File: config.mk
export PLATFORM = sky130hd
export DESIGN_NAME = gpt_timer
export DESIGN_NICKNAME = d
export VERILOG_FILES = /design/src/gpt_pkg.sv /design/src/gpt_sync.sv /design/src/gpt_timer.sv
export SDC_FILE = /design/constraint.sdc
export NUM_CORES = 1
export LEC_CHECK = 0
export BUFFER_PORTS_ARGS = -buffer_cell sky130_fd_sc_hd__buf_2
export CAP_MARGIN = 30
export CORE_MARGIN = 2
export CORE_UTILIZATION = 35
export CTS_CLUSTER_DIAMETER = 50
export DETAILED_ROUTE_END_ITERATION = 8
export PLACE_DENSITY = 0.58
export SYNTH_ARGS = -nofsm -noshare
export SYNTH_HDL_FRONTEND = slang
export SYNTH_HIERARCHICAL = 1
export SYNTH_SLANG_ARGS = --single-unit
File: constraint.sdc
create_clock -name I_SYS_CLK -period 7.2 [get_ports I_SYS_CLK]
set_input_delay 1.08 -clock I_SYS_CLK [delete_from_list [all_inputs] [get_ports I_SYS_CLK]]
set_output_delay 1.08 -clock I_SYS_CLK [all_outputs]
set_load 0.03 [all_outputs]
File: src/gpt_pkg.sv
`default_nettype none
package gpt_pkg;
	localparam logic [1:0]  GPT_MODE_PWM  = 2'h1;
	localparam logic [1:0]  GPT_MODE_CAP  = 2'h2;
	localparam logic [1:0]  GPT_MODE_EXT  = 2'h3;
	localparam logic [31:0] GPT_ALL_ONES  = 32'hffffffff;
	localparam logic [31:0] GPT_EVT_TOP   = 32'hfffffffe;
	localparam logic [31:0] GPT_CNT_INIT  = 32'h00000001;
	localparam logic [7:0]  GPT_OFF_STAT  = 8'h00;
	localparam logic [7:0]  GPT_OFF_CTL   = 8'h04;
	localparam logic [7:0]  GPT_OFF_CNT   = 8'h08;
	localparam logic [7:0]  GPT_OFF_PRD   = 8'h0c;
	localparam logic [7:0]  GPT_OFF_WID   = 8'h10;
	localparam int          GPT_STAT_IRQ  = 0;
	localparam int          GPT_STAT_OVF  = 1;
	localparam int          GPT_STAT_EN   = 2;
	localparam int          GPT_STAT_DIS  = 3;
	localparam int          GPT_CTL_MODE  = 0;
	localparam int          GPT_CTL_PULSE = 2;
	localparam int          GPT_CTL_PRDC  = 3;
	localparam int          GPT_CTL_INTERRUPT_ENABLE_BIT = 4;
	localparam int          GPT_EN_LAT    = 3;
	localparam int          GPT_DIS_LAT   = 2;
	localparam logic [1:0]  GPT_RESP_OK   = 2'h0;
	localparam logic [1:0]  GPT_RESP_ERR  = 2'h2;
	typedef enum logic [1:0] {GPT_IDLE, GPT_WAIT, GPT_CAP1, GPT_RUN} gpt_state_t;
endpackage
`default_nettype wire

File: src/gpt_sync.sv
`default_nettype none
module gpt_sync #(
	parameter int STAGES = 2
) (
	input  wire logic i_clk,
	input  wire logic i_rst,
	input  wire logic i_async,
	output logic      o_sync
);
	logic [STAGES-1:0] sync_q;
	// only the last stage leaves the module
	always_ff @(posedge i_clk or posedge i_rst) begin
		if (i_rst) begin
			sync_q <= '0;
		end else begin
			sync_q <= {sync_q[STAGES-2:0], i_async};
		end
	end
	assign o_sync = sync_q[STAGES-1];
endmodule
`default_nettype wire

File: src/gpt_timer.sv
// The AXI4-Lite register port and the address map are this design's own decisions.
`default_nettype none
module gpt_timer
	import gpt_pkg::*;
(
	input  wire logic        I_SYS_CLK,
	input  wire logic        I_SYS_RST,
	input  wire logic [7:0]  I_AWADDR,
	input  wire logic        I_AWVALID,
	output logic             O_AWREADY,
	input  wire logic [31:0] I_WDATA,
	input  wire logic [3:0]  I_WSTRB,
	input  wire logic        I_WVALID,
	output logic             O_WREADY,
	output logic [1:0]       O_BRESP,
	output logic             O_BVALID,
	input  wire logic        I_BREADY,
	input  wire logic [7:0]  I_ARADDR,
	input  wire logic        I_ARVALID,
	output logic             O_ARREADY,
	output logic [31:0]      O_RDATA,
	output logic [1:0]       O_RRESP,
	output logic             O_RVALID,
	input  wire logic        I_RREADY,
	input  wire logic        I_TIMER_IN,
	input  wire logic        I_EMU_HALT,
	output logic             O_TIMER_OUT,
	output logic             O_TIMER_OE,
	output logic             O_IRQ
);
	// ---------------------------------------------------------------
	// axi4-lite write path
	// ---------------------------------------------------------------
	logic [7:0]  awaddr_q;
	logic        aw_have_q;
	logic [31:0] wdata_q;
	logic [3:0]  wstrb_q;
	logic        w_have_q;
	logic        bvalid_q;
	logic [1:0]  bresp_q;
	logic        wr_fire;
	logic        wr_hit;

	assign O_AWREADY = !aw_have_q && !bvalid_q;
	assign O_WREADY  = !w_have_q && !bvalid_q;
	assign wr_fire   = aw_have_q && w_have_q && !bvalid_q;
	assign wr_hit    = (awaddr_q[7:2] <= GPT_OFF_WID[7:2]) && (awaddr_q[1:0] == 2'h0);
	assign O_BVALID  = bvalid_q;
	assign O_BRESP   = bresp_q;

	always_ff @(posedge I_SYS_CLK or posedge I_SYS_RST) begin
		if (I_SYS_RST) begin
			awaddr_q  <= 8'h00;
			aw_have_q <= 1'b0;
			wdata_q   <= 32'h00000000;
			wstrb_q   <= 4'h0;
			w_have_q  <= 1'b0;
			bvalid_q  <= 1'b0;
			bresp_q   <= GPT_RESP_OK;
		end else begin
			if (I_AWVALID && O_AWREADY) begin
				awaddr_q  <= I_AWADDR;
				aw_have_q <= 1'b1;
			end
			if (I_WVALID && O_WREADY) begin
				wdata_q  <= I_WDATA;
				wstrb_q  <= I_WSTRB;
				w_have_q <= 1'b1;
			end
			if (wr_fire) begin
				aw_have_q <= 1'b0;
				w_have_q  <= 1'b0;
				bvalid_q  <= 1'b1;
				bresp_q   <= wr_hit ? GPT_RESP_OK : GPT_RESP_ERR;
			end else if (bvalid_q && I_BREADY) begin
				bvalid_q <= 1'b0;
			end
		end
	end

	function automatic logic [31:0] merge(input logic [31:0] old, input logic [31:0] nw,
		input logic [3:0] be);
		logic [31:0] r;
		r = old;
		for (int i = 0; i < 4; i++) begin
			if (be[i]) begin
				r[i*8 +: 8] = nw[i*8 +: 8];
			end
		end
		return r;
	endfunction

	logic wr_stat;
	logic wr_ctl;
	logic wr_prd;
	logic wr_wid;
	assign wr_stat = wr_fire && wr_hit && awaddr_q == GPT_OFF_STAT && wstrb_q[0];
	assign wr_ctl  = wr_fire && wr_hit && awaddr_q == GPT_OFF_CTL;
	assign wr_prd  = wr_fire && wr_hit && awaddr_q == GPT_OFF_PRD;
	assign wr_wid  = wr_fire && wr_hit && awaddr_q == GPT_OFF_WID;

	// ---------------------------------------------------------------
	// control and value registers
	// ---------------------------------------------------------------
	logic [4:0]  ctl_q;
	logic [31:0] prd_q;
	logic [31:0] wid_q;
	logic [1:0]  mode;
	logic        pulse;
	logic        period_count_select;
	logic        interrupt_enable_bit;
	assign mode   = ctl_q[GPT_CTL_MODE +: 2];
	assign pulse  = ctl_q[GPT_CTL_PULSE];
	assign period_count_select = ctl_q[GPT_CTL_PRDC];
	assign interrupt_enable_bit  = ctl_q[GPT_CTL_INTERRUPT_ENABLE_BIT];

	always_ff @(posedge I_SYS_CLK or posedge I_SYS_RST) begin
		if (I_SYS_RST) begin
			ctl_q <= 5'h00;
		end else if (wr_ctl && wstrb_q[0]) begin
			ctl_q <= wdata_q[4:0];
		end
	end

	// capture events write period and width; software writes only outside capture mode
	logic        cap_wid;
	logic        cap_prd;
	logic        clr_prd;
	logic [31:0] cnt_q;
	always_ff @(posedge I_SYS_CLK or posedge I_SYS_RST) begin
		if (I_SYS_RST) begin
			prd_q <= 32'h00000000;
			wid_q <= 32'h00000000;
		end else begin
			if (clr_prd) begin
				prd_q <= 32'h00000000;
			end else if (cap_prd) begin
				prd_q <= {1'b0, cnt_q[31:1]};
			end else if (wr_prd && mode != GPT_MODE_CAP) begin
				prd_q <= merge(prd_q, wdata_q, wstrb_q);
			end
			if (cap_wid) begin
				wid_q <= {1'b0, cnt_q[31:1]};
			end else if (wr_wid && mode != GPT_MODE_CAP) begin
				wid_q <= merge(wid_q, wdata_q, wstrb_q);
			end
		end
	end

	// ---------------------------------------------------------------
	// enable and disable latency
	// ---------------------------------------------------------------
	logic                   en_q;
	logic [GPT_EN_LAT-1:0]  en_pipe_q;
	logic [GPT_DIS_LAT-1:0] dis_pipe_q;
	logic                   start_pulse;
	logic                   stop_pulse;
	logic                   auto_stop;
	assign start_pulse = en_pipe_q[GPT_EN_LAT-1];
	assign stop_pulse  = dis_pipe_q[GPT_DIS_LAT-1];

	always_ff @(posedge I_SYS_CLK or posedge I_SYS_RST) begin
		if (I_SYS_RST) begin
			en_pipe_q  <= '0;
			dis_pipe_q <= '0;
		end else begin
			en_pipe_q  <= {en_pipe_q[GPT_EN_LAT-2:0],
				wr_stat && wdata_q[GPT_STAT_EN] && !en_q};
			dis_pipe_q <= {dis_pipe_q[GPT_DIS_LAT-2:0],
				wr_stat && wdata_q[GPT_STAT_DIS]};
		end
	end

	// enable bit reads back set from the write onward until the stop takes effect
	always_ff @(posedge I_SYS_CLK or posedge I_SYS_RST) begin
		if (I_SYS_RST) begin
			en_q <= 1'b0;
		end else if (stop_pulse || auto_stop) begin
			en_q <= 1'b0;
		end else if (wr_stat && wdata_q[GPT_STAT_EN]) begin
			en_q <= 1'b1;
		end
	end

	// ---------------------------------------------------------------
	// input pin synchroniser and edge detect
	// ---------------------------------------------------------------
	logic pin_s;
	logic pin_d_q;
	logic rise;
	logic fall;
	logic lead;
	logic trail;
	gpt_sync #(.STAGES(2)) u_sync (
		.i_clk   (I_SYS_CLK),
		.i_rst   (I_SYS_RST),
		.i_async (I_TIMER_IN),
		.o_sync  (pin_s)
	);
	always_ff @(posedge I_SYS_CLK or posedge I_SYS_RST) begin
		if (I_SYS_RST) begin
			pin_d_q <= 1'b0;
		end else begin
			pin_d_q <= pin_s;
		end
	end
	assign rise  = pin_s && !pin_d_q;
	assign fall  = !pin_s && pin_d_q;
	assign lead  = pulse ? rise : fall;
	assign trail = pulse ? fall : rise;

	// ---------------------------------------------------------------
	// counter sequencing; emulation halt is deliberately not looked at
	// ---------------------------------------------------------------
	gpt_state_t st_q;
	logic       irq_set;
	logic       ovf_set;
	logic       pwm_bad;
	logic       cnt_top;
	assign pwm_bad = (wid_q == 32'h0) || (prd_q <= wid_q);
	assign cnt_top = (cnt_q == GPT_ALL_ONES);

	// event mode next count: the first rise and the rise after the top both load from period
	logic [31:0] evt_next;
	assign evt_next = (st_q == GPT_WAIT || cnt_q == GPT_EVT_TOP) ? GPT_ALL_ONES - prd_q
		: cnt_q + 32'h1;

	always_ff @(posedge I_SYS_CLK or posedge I_SYS_RST) begin
		if (I_SYS_RST) begin
			st_q  <= GPT_IDLE;
			cnt_q <= 32'h00000000;
		end else if (stop_pulse || auto_stop) begin
			st_q <= GPT_IDLE;
		end else if (start_pulse) begin
			case (mode)
				GPT_MODE_CAP: begin
					cnt_q <= GPT_CNT_INIT;
					st_q  <= GPT_WAIT;
				end
				GPT_MODE_EXT: st_q <= GPT_WAIT;
				GPT_MODE_PWM: begin
					if (!pwm_bad) begin
						cnt_q <= GPT_ALL_ONES - wid_q;
						st_q  <= GPT_RUN;
					end
				end
				default: st_q <= GPT_IDLE;
			endcase
		end else begin
			case (st_q)
				GPT_IDLE: st_q <= GPT_IDLE;
				GPT_WAIT: begin
					if (mode == GPT_MODE_CAP && lead) begin
						st_q <= GPT_CAP1;
					end else if (mode == GPT_MODE_EXT && rise) begin
						cnt_q <= evt_next;
						st_q  <= GPT_RUN;
					end
				end
				GPT_CAP1, GPT_RUN: begin
					if (mode == GPT_MODE_EXT) begin
						if (rise) begin
							cnt_q <= evt_next;
						end
					end else if (mode == GPT_MODE_CAP && lead && st_q == GPT_RUN) begin
						cnt_q <= GPT_CNT_INIT;
					end else if (mode == GPT_MODE_PWM && cnt_top) begin
						cnt_q <= GPT_ALL_ONES - (prd_q - wid_q);
					end else if (!cnt_top) begin
						cnt_q <= cnt_q + 32'h1;
					end
					if (mode == GPT_MODE_CAP && trail && st_q == GPT_CAP1) begin
						st_q <= GPT_RUN;
					end
				end
				default: st_q <= GPT_IDLE;
			endcase
		end
	end

	logic first_q;
	always_ff @(posedge I_SYS_CLK or posedge I_SYS_RST) begin
		if (I_SYS_RST) begin
			first_q <= 1'b0;
		end else if (start_pulse) begin
			first_q <= 1'b1;
		end else if (cap_wid) begin
			first_q <= 1'b0;
		end
	end

	assign cap_wid   = mode == GPT_MODE_CAP && st_q == GPT_CAP1 && trail && !start_pulse;
	assign cap_prd   = mode == GPT_MODE_CAP && st_q == GPT_RUN && lead && !start_pulse;
	assign clr_prd   = cap_wid && first_q;
	assign auto_stop = (st_q == GPT_CAP1 || st_q == GPT_RUN) && mode == GPT_MODE_CAP
		&& cnt_top;
	// pwm pin drive level only; detailed pwm sequencing lives elsewhere
	assign O_TIMER_OE  = (mode == GPT_MODE_PWM);
	assign O_TIMER_OUT = (st_q == GPT_RUN) ? pulse : !pulse;

	always_comb begin
		irq_set = 1'b0;
		ovf_set = auto_stop;
		if (mode == GPT_MODE_CAP) begin
			irq_set = period_count_select ? cap_prd : cap_wid;
		end else if (mode == GPT_MODE_EXT) begin
			// latch as the count arrives at the top, not on the reloading rise
			irq_set = (st_q == GPT_WAIT || st_q == GPT_RUN) && rise && evt_next == GPT_EVT_TOP
				&& !start_pulse && !stop_pulse;
		end else if (mode == GPT_MODE_PWM && start_pulse && pwm_bad) begin
			irq_set = 1'b1;
			ovf_set = 1'b1;
		end
		irq_set = (irq_set || auto_stop) && interrupt_enable_bit;
	end

	// ---------------------------------------------------------------
	// sticky status flags, set wins over write-one-to-clear
	// ---------------------------------------------------------------
	logic irq_q;
	logic ovf_q;
	always_ff @(posedge I_SYS_CLK or posedge I_SYS_RST) begin
		if (I_SYS_RST) begin
			irq_q <= 1'b0;
			ovf_q <= 1'b0;
		end else begin
			if (irq_set) begin
				irq_q <= 1'b1;
			end else if (wr_stat && wdata_q[GPT_STAT_IRQ]) begin
				irq_q <= 1'b0;
			end
			if (ovf_set) begin
				ovf_q <= 1'b1;
			end else if (wr_stat && wdata_q[GPT_STAT_OVF]) begin
				ovf_q <= 1'b0;
			end
		end
	end
	assign O_IRQ = irq_q;

	// ---------------------------------------------------------------
	// axi4-lite read path
	// ---------------------------------------------------------------
	logic        rvalid_q;
	logic [31:0] rdata_q;
	logic [1:0]  rresp_q;
	assign O_ARREADY = !rvalid_q;
	assign O_RVALID  = rvalid_q;
	assign O_RDATA   = rdata_q;
	assign O_RRESP   = rresp_q;
	always_ff @(posedge I_SYS_CLK or posedge I_SYS_RST) begin
		if (I_SYS_RST) begin
			rvalid_q <= 1'b0;
			rdata_q  <= 32'h00000000;
			rresp_q  <= GPT_RESP_OK;
		end else if (I_ARVALID && O_ARREADY) begin
			rvalid_q <= 1'b1;
			rresp_q  <= GPT_RESP_OK;
			case (I_ARADDR)
				GPT_OFF_STAT: rdata_q <= {28'h0, 1'b0, en_q, ovf_q, irq_q};
				GPT_OFF_CTL:  rdata_q <= {27'h0, ctl_q};
				GPT_OFF_CNT:  rdata_q <= cnt_q;
				GPT_OFF_PRD:  rdata_q <= prd_q;
				GPT_OFF_WID:  rdata_q <= wid_q;
				default: begin
					rdata_q <= 32'h00000000;
					rresp_q <= GPT_RESP_ERR;
				end
			endcase
		end else if (rvalid_q && I_RREADY) begin
			rvalid_q <= 1'b0;
		end
	end

	// ---------------------------------------------------------------
	// assertions
	// ---------------------------------------------------------------
	property p_en_lat;
		@(posedge I_SYS_CLK) disable iff (I_SYS_RST)
		(wr_stat && wdata_q[GPT_STAT_EN] && !en_q && !wdata_q[GPT_STAT_DIS])
			|-> ##3 start_pulse;
	endproperty
	a_en_lat: assert property (p_en_lat) else $error("start not three cycles after enable");

	property p_dis_lat;
		@(posedge I_SYS_CLK) disable iff (I_SYS_RST)
		(wr_stat && wdata_q[GPT_STAT_DIS]) |-> ##3 (st_q == GPT_IDLE && !en_q) [*2];
	endproperty
	a_dis_lat: assert property (p_dis_lat) else $error("timer not stopped after disable");

	property p_ovf_stop;
		@(posedge I_SYS_CLK) disable iff (I_SYS_RST)
		auto_stop |=> (ovf_q && !en_q && st_q == GPT_IDLE);
	endproperty
	a_ovf_stop: assert property (p_ovf_stop) else $error("overflow did not stop timer");

	property p_interrupt_enable_bit;
		@(posedge I_SYS_CLK) disable iff (I_SYS_RST)
		(!interrupt_enable_bit && !irq_q) |=> !irq_q;
	endproperty
	a_interrupt_enable_bit: assert property (p_interrupt_enable_bit) else $error("irq latched while disabled");

	property p_sticky;
		@(posedge I_SYS_CLK) disable iff (I_SYS_RST)
		(irq_q && !(wr_stat && wdata_q[GPT_STAT_IRQ])) |=> irq_q;
	endproperty
	a_sticky: assert property (p_sticky) else $error("irq latch dropped without clear");

	property p_wid_cap;
		@(posedge I_SYS_CLK) disable iff (I_SYS_RST)
		cap_wid |=> (wid_q == {1'b0, $past(cnt_q[31:1])});
	endproperty
	a_wid_cap: assert property (p_wid_cap) else $error("width not half of count");

	property p_prd_restart;
		@(posedge I_SYS_CLK) disable iff (I_SYS_RST)
		cap_prd |=> (cnt_q == GPT_CNT_INIT && prd_q == {1'b0, $past(cnt_q[31:1])});
	endproperty
	a_prd_restart: assert property (p_prd_restart) else $error("period capture wrong");

	property p_ext_ovf;
		@(posedge I_SYS_CLK) disable iff (I_SYS_RST)
		(mode == GPT_MODE_EXT && !ovf_q && !start_pulse) |=> !ovf_q;
	endproperty
	a_ext_ovf: assert property (p_ext_ovf) else $error("overflow set in event mode");

	property p_ext_reload;
		@(posedge I_SYS_CLK) disable iff (I_SYS_RST)
		(mode == GPT_MODE_EXT && st_q == GPT_RUN && cnt_q == GPT_EVT_TOP && rise
			&& !start_pulse && !stop_pulse)
			|=> (cnt_q == GPT_ALL_ONES - $past(prd_q));
	endproperty
	a_ext_reload: assert property (p_ext_reload) else $error("event reload wrong");
endmodule
`default_nettype wire

==> flow_summary.yaml, run 1 <==
synthesis:
  synth-async-reset-ratio_pct: 100
  ys.warnings.count: 6
  yosys.area.top_type: "dfrtp_1"
  synthDistinctLibCells: 82
  synthAdderAreaFrac_pct: 6.10
  synthMuxAreaShare_pct: 12.0
  synth_top_family_by_area: "compound AO/OA/AOI/OAI gates"
  synthFlopType: "dfrtp_1"
  synth-seq-cells: 197
  avgSynthCellArea_sq_um: 9.07
  synthDominantCellAreaShare_pct: 37.2
  syn_area_sq_um: 13200
  seq_area_frac_synth_pct: 37.2
  postSynthCellCount: 1461
  synth-xor-area-share_pct: 3.70
  synth_compound_area_share_pct: 20.4
  synth_edf_count: 0
  yosys-top-cells-area: "dfrtp_1 (37%), mux2i_1 (7.3%), ha_1 (5.9%)"
  synthSimpleGateAreaFrac_pct: 14.7
power:
  p_clk_share_pct: 19.8
  p_leak_uw: 0.00632
  p_switching_uw: 2210
  pwr_density_cell_nw_per_um2: 341
  ir_drop_mv: 0.138
  netSwitchingFraction_pct: 43.7
  seqPwrFrac_pct: 34.0
  p_int_uw: 2850
  p_comb_share_pct: 46.2
critical_path:
  crit_path_end_kind: "register"
  arrival_ns: 4.89
  crit_fanout: 8
  worst-setup-path-type: "register to register"
  worstPathRequired_ns: 7.56
  startpoint_type: "register"
finish:
  nNetsFinal: 1633
  drive_gt1_share_pct: 16.0
  ff_latch_area_sq_um: 4930
  layout.cells.most_common_list: "dfrtp_1 (197), nand2_1 (157), o21ai_0 (108)"
  final_common_cell: "dfrtp_1"
  area_delta_synth_final_pct: 12.0
  num_antenna_cells: 0
  final_area_sq_um: 14800
  fillCellCount: 3843
  multi_input_area_sq_um: 7570
route:
  antenna_left: 0
  met1_length_microns: 19200
  first_pass_iters: 5
  post_drt_wl_per_cell_microns: 21.0
  vias: 11400
  viasPerCell: 5.60
  dr_wl_met2_microns: 20300
  wl_met3_microns: 2080
  drt_iter0_markers: 933
  drc: 0
  drt-total-wl_microns: 42600
  routed.top_layer: "met4"
cts:
  cts_buffers: 17
  clock_path_buffers: 2
  post_cts_buffers: 0
  clk_latency_ns: 0.47
  cts_max_level: 4
  cts_tree: "yes"
  clock_sinks: 197
  cts_hold_buf: 0
  cts_resized: 0
  clkSlewWorstSetupHoldPaths_ns: 0.09
  root_buffer: "clkbuf_16"
sta:
  setup_violations: 0
  fmax_mhz: 221
  fin_crit_sh_pct: 62.9
  holdWs_ns: 0.345
  post-route-worst-setup-slack_ns: 2.67
  tns_ns: 0
  min_period_ns: 4.53
  hold_viol: 0
  finalClockSkew_ns: 0.0178
  maxSlewViolCount: 0
  tightest_slew_ns: 0.983
  rsz0062_at_grt: "no"
  slew-limit-headroom_pct: 34.4
floorplan:
  coreArea_sq_um: 37500
  start_util_pct: 35.3
  die_width_microns: 199
  design.die.area_sq_um: 39400
  die_y_microns: 199
  core.rowCount: 71
  io_pins: 105
run:
  maxCapViolCount: 0
placement:
  place_area_sq_um: 14200
  dp.final_hpwl_microns: 31200
  globalplace.congestion: 0.919
  post-place-ws_ns: 2.76
  port_buffers: 101
status:
  status: "complete, no violations"
grt:
  antenna_found_initial: 0
  grt_max_degree: 136
  grt_pass1_vias: 11300
  gr-usage-all-layers_pct: 22.2
  grt_pass1_wl_microns: 66500
  overflow: 0
min_path:
  min_path_type: "register to register"
Yosys cell counts (all sizes together) (31+ instances only):
library cell and n:
a21oi 79, a22o 31, buf 35, clkbuf 62, dfrtp 197, ha 63
inv 92, mux2 53, mux2i 97, nand2 157, nand3 32, nor2 81
o21ai 111, o31ai 40
through the flow:
stage               utilization, %  total power [uW]  std cells
floorplan                        -              3360       1462
global placement              37.7              4000       1995
detailed placement            37.8              4040       1997
CTS                           39.5              5070       2029
global route                  39.6              5390       2032
finish                        39.6              5060       2032
state kept, by name (all words and copies together) (netlist names):
register       cells
w_have_q           1
O_RDATA           32
en_pipe_q          3
O_IRQ              1
wdata_q           32
ovf_q              1
awaddr_q           8
ctl_q              5
prd_q             32
wstrb_q            4
O_BVALID           1
aw_have_q          1
u_sync/sync_q      2
pin_d_q            1
O_RRESP            1
wid_q             32
cnt_q             32
dis_pipe_q         2
en_q               1
st_q               2
first_q            1
O_BRESP            1
O_RVALID           1
per-layer routing:
layer | GRT usage, % | vias to the layer above
met2 | 36.5 | 294
met5 | 0 | -
met4 | 7.44 | 0
li1 | - | 5384
met3 | 4.00 | 53
met1 | 29.4 | 5639
area by class of cell:
class / instances / area share, %
flip-flops and latches: 197 / 33.2
clock buffers: 18 / 2.96
clock inverters: 14 / 1.22
repair buffers: 124 / 4.86
inverters: 94 / 2.43
well taps: 511 / 4.31
multi-input cells: 1074 / 51.0
critical path: stages, from the launching register on:
cell and delay [ns]:
dfrtp_1 0.48, inv_1 0.07, ha_1 0.47, nand4_1 0.25, nor4_1 0.84, o31ai_1 0.32, a41oi_1 0.29, o22ai_1 0.23
nor4_1 0.81, inv_1 0.34, o31ai_1 0.31
power by group through the flow:
stage | clock, uW | sequential [uW] | combinational [uW]
detailed placement | 0 | 1740 | 2300
floorplan | 0 | 1550 | 1810
global placement | 0 | 1730 | 2270
global route | 1070 | 1760 | 2560
CTS | 1030 | 1720 | 2320
finish | 1000 | 1720 | 2330
logic make-up (layout without fill, tap and decap cells):
logic type | count (synthesis) | after routing
DFF | 197 | 197
muxes | 151 | 151
xor gates and xnor gates | 56 | 56
other | 1 | 2
and+or+nand+nor | 394 | 394
adders and majority gates | 64 | 64
AOI/OAI and AO/OA | 407 | 407
buffers and inverters | 191 | 250
path summary, 6_finish.rpt:
path / startpoint / end / slack, ns / cells after the start
setup / recovery: prd_q[23] / cnt_q[23] / 2.67 / 10
hold / removal: en_pipe_q[1] / en_pipe_q[2] / 0.34 / 0
setup reg to reg: prd_q[23] / cnt_q[23] / 2.67 / 10
hold reg to reg: en_pipe_q[1] / en_pipe_q[2] / 0.34 / 0
max in group asynchronous: I_SYS_RST / wid_q[21] / 5.07 / 4
min in group asynchronous: I_SYS_RST / u_sync/sync_q[0] / 0.50 / 2
Power figures use the tool's default switching activity.
==> inputs of run 2 (changes only) <==
Clock period 7.2 ns to 4.6 ns, I/O delays scaled along.
==> run 2 against run 1 <==
Against the previous run:
- sequential cell count is the same
- register-to-register slack lost 1.9 ns
- power grew 58%
- clock skew grew 0.0014 ns
- global-route usage grew 0.43 points
- critical path depth grew 1
- final cell count grew 0.94%
- first-iteration DRC count grew 11%
- via count grew 0.96%
- combinational power grew 60%
==> flow_summary.yaml, run 2 (same netlist as run 1, synthesis figures left out) <==
placement:
  dp.final_hpwl_microns: 32100
  port_buffers: 101
  place_area_sq_um: 14400
  globalplace.congestion: 0.921
critical_path:
  r2r_slack_ns: 0.79
  r2r_cells: 11
  path_delay_family: "compound AO/OA/AOI/OAI gates"
  r2r_end: "cnt_q[28]"
  critical_path_depth: 11
  path_cells: "ha_1 -> fa_1 -> a21oi_1 -> o2111ai_1 -> o32ai_2 -> o22ai_1 -> o31ai_2 -> o21ai_1 -> xnor2_1 -> a2111oi_0 -> o22ai_1"
  worst-setup-path-type: "register to register"
  crit_path_end_kind: "register"
  critical_path.reg2reg.startpoint: "wid_q[0]"
  cp_slowest_cell: "dfrtp_1"
  cp_common_cell: "o22ai_1"
  crit_fanout: 5
  arrival_ns: 4.14
  startpoint_type: "register"
  crit_path_max_incr_delay_ns: 0.48
  path_buf_inv: 0
  crit_start: "wid_q[0]"
  worstPathRequired_ns: 4.93
finish:
  drive_gt1_share_pct: 16.9
  final_common_cell: "dfrtp_1"
  num_antenna_cells: 0
  final_area_sq_um: 15000
  postLayoutCoreUtil_pct: 40.0
  layout.cells.most_common_list: "dfrtp_1 (197), nand2_1 (157), o21ai_0 (108)"
  area_delta_synth_final_pct: 13.1
  nNetsFinal: 1652
sta:
  finalClockSkew_ns: 0.0191
  setup_violations: 0
  min_period_ns: 3.81
  tns_ns: 0
  slew-limit-headroom_pct: 34.3
  rsz0062_at_grt: "no"
  tightest_slew_ns: 0.985
  maxSlewViolCount: 0
  fin_crit_sh_pct: 82.8
  fmax_mhz: 263
  hold_viol: 0
route:
  post_drt_wl_per_cell_microns: 21.0
  first_pass_iters: 5
  viasPerCell: 5.60
  drt_iter0_markers: 1039
  vias: 11500
  antenna_left: 0
  drt-total-wl_microns: 43100
  drc: 0
cts:
  post_cts_buffers: 0
  cts_buffers: 17
  cts_resized: 0
  clkSlewWorstSetupHoldPaths_ns: 0.09
  cts_hold_buf: 0
  cts_tree: "yes"
  root_buffer: "clkbuf_16"
  cts_max_level: 4
  clk_latency_ns: 0.48
  clock_sinks: 197
  clock_path_buffers: 2
floorplan:
  start_util_pct: 35.3
  die_y_microns: 199
  io_pins: 105
  core.rowCount: 71
  design.die.area_sq_um: 39400
  die_width_microns: 199
  coreArea_sq_um: 37500
grt:
  grt_pass1_vias: 11500
  grt_max_degree: 112
  antenna_found_initial: 0
  overflow: 0
  grt_pass1_wl_microns: 68200
  gr-usage-all-layers_pct: 22.6
power:
  pwr_density_cell_nw_per_um2: 533
  ir_drop_mv: 0.234
  p_leak_uw: 0.00641
min_path:
  min_path_type: "input pin to async pin"
run:
  maxCapViolCount: 0
status:
  status: "complete, no violations"
[run 2: worst max path at each step]
stage | to
final | cnt_q[28]
after global routing | cnt_q[28]
after CTS | cnt_q[28]
after detailed placement | cnt_q[28]
after global placement | cnt_q[28]
after floorplan | O_BRESP[1]
[run 2: layer usage]
metal  part of all wire [%]  vias up  track usage [%]
met2                     48      319             37.6
met3                    4.4       71             4.04
met5                      0        -                0
met4                    2.5        0             6.88
met1                     46     5675             30.0
li1                       -     5414                -
[run 2: layout make-up]
cell class	instances	area [sq um]
fillers	3817	22500
multi-input cells	1074	7570
flip-flops and latches	197	4930
repair buffers	143	866
well taps	511	639
clock buffers	17	425
inverters	94	357
clock inverters	15	194
[run 2: where the power goes]
part,leakage (uW),switching [uW],internal [uW],total (uW)
clock network,0.000300,837,749,1590
logic,0.00350,2080,1650,3730
registers,0.00261,566,2100,2670
[run 2: stage by stage]
| stage | total power, uW | instances | hold slack (ns) | worst slack (ns) |
|---|---|---|---|---|
| 5_1_grt | 8500 | 2051 | 0.0655 | 0.571 |
| 3_5_place_dp | 6370 | 2018 | 0.338 | 0.768 |
| 4_1_cts | 7990 | 2050 | 0.0586 | 0.754 |
| 2_1_floorplan | 5250 | 1462 | 0.331 | 1.39 |
| 3_3_place_gp | 6320 | 2017 | 0.333 | 0.787 |
| 6_report | 7980 | 2051 | 0.0815 | 0.792 |
[run 2: worst reg2reg max path: stages (launching register included)]
cell       delay (ns)
dfrtp_1          0.48
ha_1             0.26
fa_1             0.44
a21oi_1          0.25
o2111ai_1        0.28
o32ai_2          0.30
o22ai_1          0.26
o31ai_2          0.48
o21ai_1          0.21
xnor2_1          0.16
a2111oi_0        0.46
o22ai_1          0.11
==> inputs of run 3 (changes only) <==
Clock period 4.6 ns to 3.95 ns, I/O delays scaled along.
==> run 3 against run 2 <==
Against the previous run:
- via count increased by 1.9%
- clock power grew 14%
- register-to-register slack worse by 0.39 ns
- power up 18%
- first-iteration DRC count fell by 18%
- die area unchanged
- wire length grew 3.0%
- worst setup slack worse by 0.39 ns
- largest cell class unchanged
==> flow_summary.yaml, run 3 (same netlist as run 1, synthesis figures left out) <==
route:
  vias: 11700
  post_drt_wl_per_cell_microns: 21.2
  drt-total-wl_microns: 44400
  first_pass_iters: 6
  drc: 0
  viasPerCell: 5.59
  antenna_left: 0
  drt_iter0_markers: 857
grt:
  grt_max_degree: 82
  gr-usage-all-layers_pct: 23.2
  grt_pass1_wl_microns: 69400
  overflow: 0
  antenna_found_initial: 1
  grt_pass1_vias: 11700
floorplan:
  io_pins: 105
  core.rowCount: 71
  die_y_microns: 199
  coreArea_sq_um: 37500
  start_util_pct: 35.3
  die_width_microns: 199
  design.die.area_sq_um: 39400
finish:
  final_common_cell: "dfrtp_1"
  nNetsFinal: 1693
  area_delta_synth_final_pct: 15.5
  drive_gt1_share_pct: 19.0
  layout.cells.most_common_list: "dfrtp_1 (197), nand2_1 (157), o21ai_0 (108)"
  final_cells: 2092
  num_antenna_cells: 0
placement:
  port_buffers: 101
  dp.final_hpwl_microns: 33300
  post-place-ws_ns: 0.398
  place_inst: 2057
  globalplace.congestion: 0.923
power:
  p_total_uw: 9430
  p_leak_uw: 0.00663
  pwr_density_cell_nw_per_um2: 616
  seqPwrFrac_pct: 32.1
  p_clk_share_pct: 19.3
  p_int_uw: 5360
  ir_drop_mv: 0.227
  p_comb_share_pct: 48.6
  netSwitchingFraction_pct: 43.2
  p_switching_uw: 4070
critical_path:
  arrival_ns: 3.89
  startpoint_type: "register"
  worst-setup-path-type: "register to register"
  crit_path_end_kind: "register"
  worstPathRequired_ns: 4.29
  crit_fanout: 3
sta:
  setup_violations: 0
  finalClockSkew_ns: 0.0196
  post-route-worst-setup-slack_ns: 0.406
  fmax_mhz: 282
  maxSlewViolCount: 0
  fin_crit_sh_pct: 89.7
  hold_viol: 0
  slew-limit-headroom_pct: 33.6
  tns_ns: 0
  tightest_slew_ns: 0.997
  rsz0062_at_grt: "no"
  min_period_ns: 3.54
cts:
  cts_tree: "yes"
  clock_path_buffers: 2
  cts_buffers: 17
  clkSlewWorstSetupHoldPaths_ns: 0.08
  root_buffer: "clkbuf_16"
  clock_sinks: 197
  cts_max_level: 4
  cts_resized: 0
  clk_latency_ns: 0.48
min_path:
  min_path_type: "input pin to register"
status:
  status: "complete, no violations"
run:
  maxCapViolCount: 0
run 3: cell types whose count changed in the layout (fill, tap and decap cells not counted):
cell and change:
buf_4 +37, buf_12 +3, inv_6 +2, clkinv_2 +1
clkinv_4 -1, clkinv_8 -1, dlygate4sd3_1 +1, inv_12 -1
run 3: worst paths after layout:
kind / slack, ns / endpoint / startpoint / cells past startpoint
hold reg to reg: 0.36 / en_pipe_q[2] / en_pipe_q[1] / 0
max in group asynchronous: 2.62 / wid_q[9] / I_SYS_RST / 4
min in group asynchronous: 0.56 / u_sync/sync_q[0] / I_SYS_RST / 3
setup reg to reg: 0.41 / cnt_q[28] / prd_q[0] / 13
setup / recovery: 0.41 / cnt_q[28] / prd_q[0] / 13
hold / removal: 0.22 / u_sync/sync_q[0] / I_TIMER_IN / 1
run 3: routing by layer:
metal  GRT usage (%)  routed length, microns
met1            30.8                   20200
met2            38.2                   21000
met3            4.02                    1980
met4            8.07                    1240
met5               0                       0
run 3: power groups by stage:
stage | Combinational [uW] | Sequential [uW] | Clock (uW)
final | 4590 | 3020 | 1820
after global routing | 5020 | 3100 | 1930
after CTS | 4580 | 3020 | 1860
after detailed placement | 4550 | 3060 | 0
after global placement | 4480 | 3040 | 0
after floorplan | 3300 | 2820 | 0
run 3: cell type report:
cell class              count  area (sq um)
fillers                  3822         22200
multi-input cells        1074          7570
flip-flops and latches    197          4930
repair buffers            184          1210
well taps                 511           639
clock buffers              17           425
inverters                  94           357
clock inverters            15           175
run 3: critical path: stages, from the launching register on:
cell,delay (ns)
dfrtp_1,0.38
inv_1,0.07
ha_1,0.22
fa_1,0.42
a21oi_1,0.23
o2111ai_1,0.29
o32ai_2,0.26
o22ai_1,0.23
o31ai_2,0.28
buf_4,0.17
o21ai_1,0.13
xnor2_1,0.16
a2111oi_0,0.45
o22ai_1,0.12
run 3: what timing repair did:
item                      in CTS  in global routing
hold endpoints to repair       2                  0
hold buffers                   1                  0
setup buffers                  0                  0
run 3: per-stage QoR:
step	hold slack [ns]	cell area, sq um	utilization, %
after floorplan	0.331	13300	-
after global placement	0.331	14600	39.1
after detailed placement	0.339	14700	39.1
after CTS	0.196	15300	40.8
after global routing	0.207	15300	40.8
final	0.217	15300	40.8
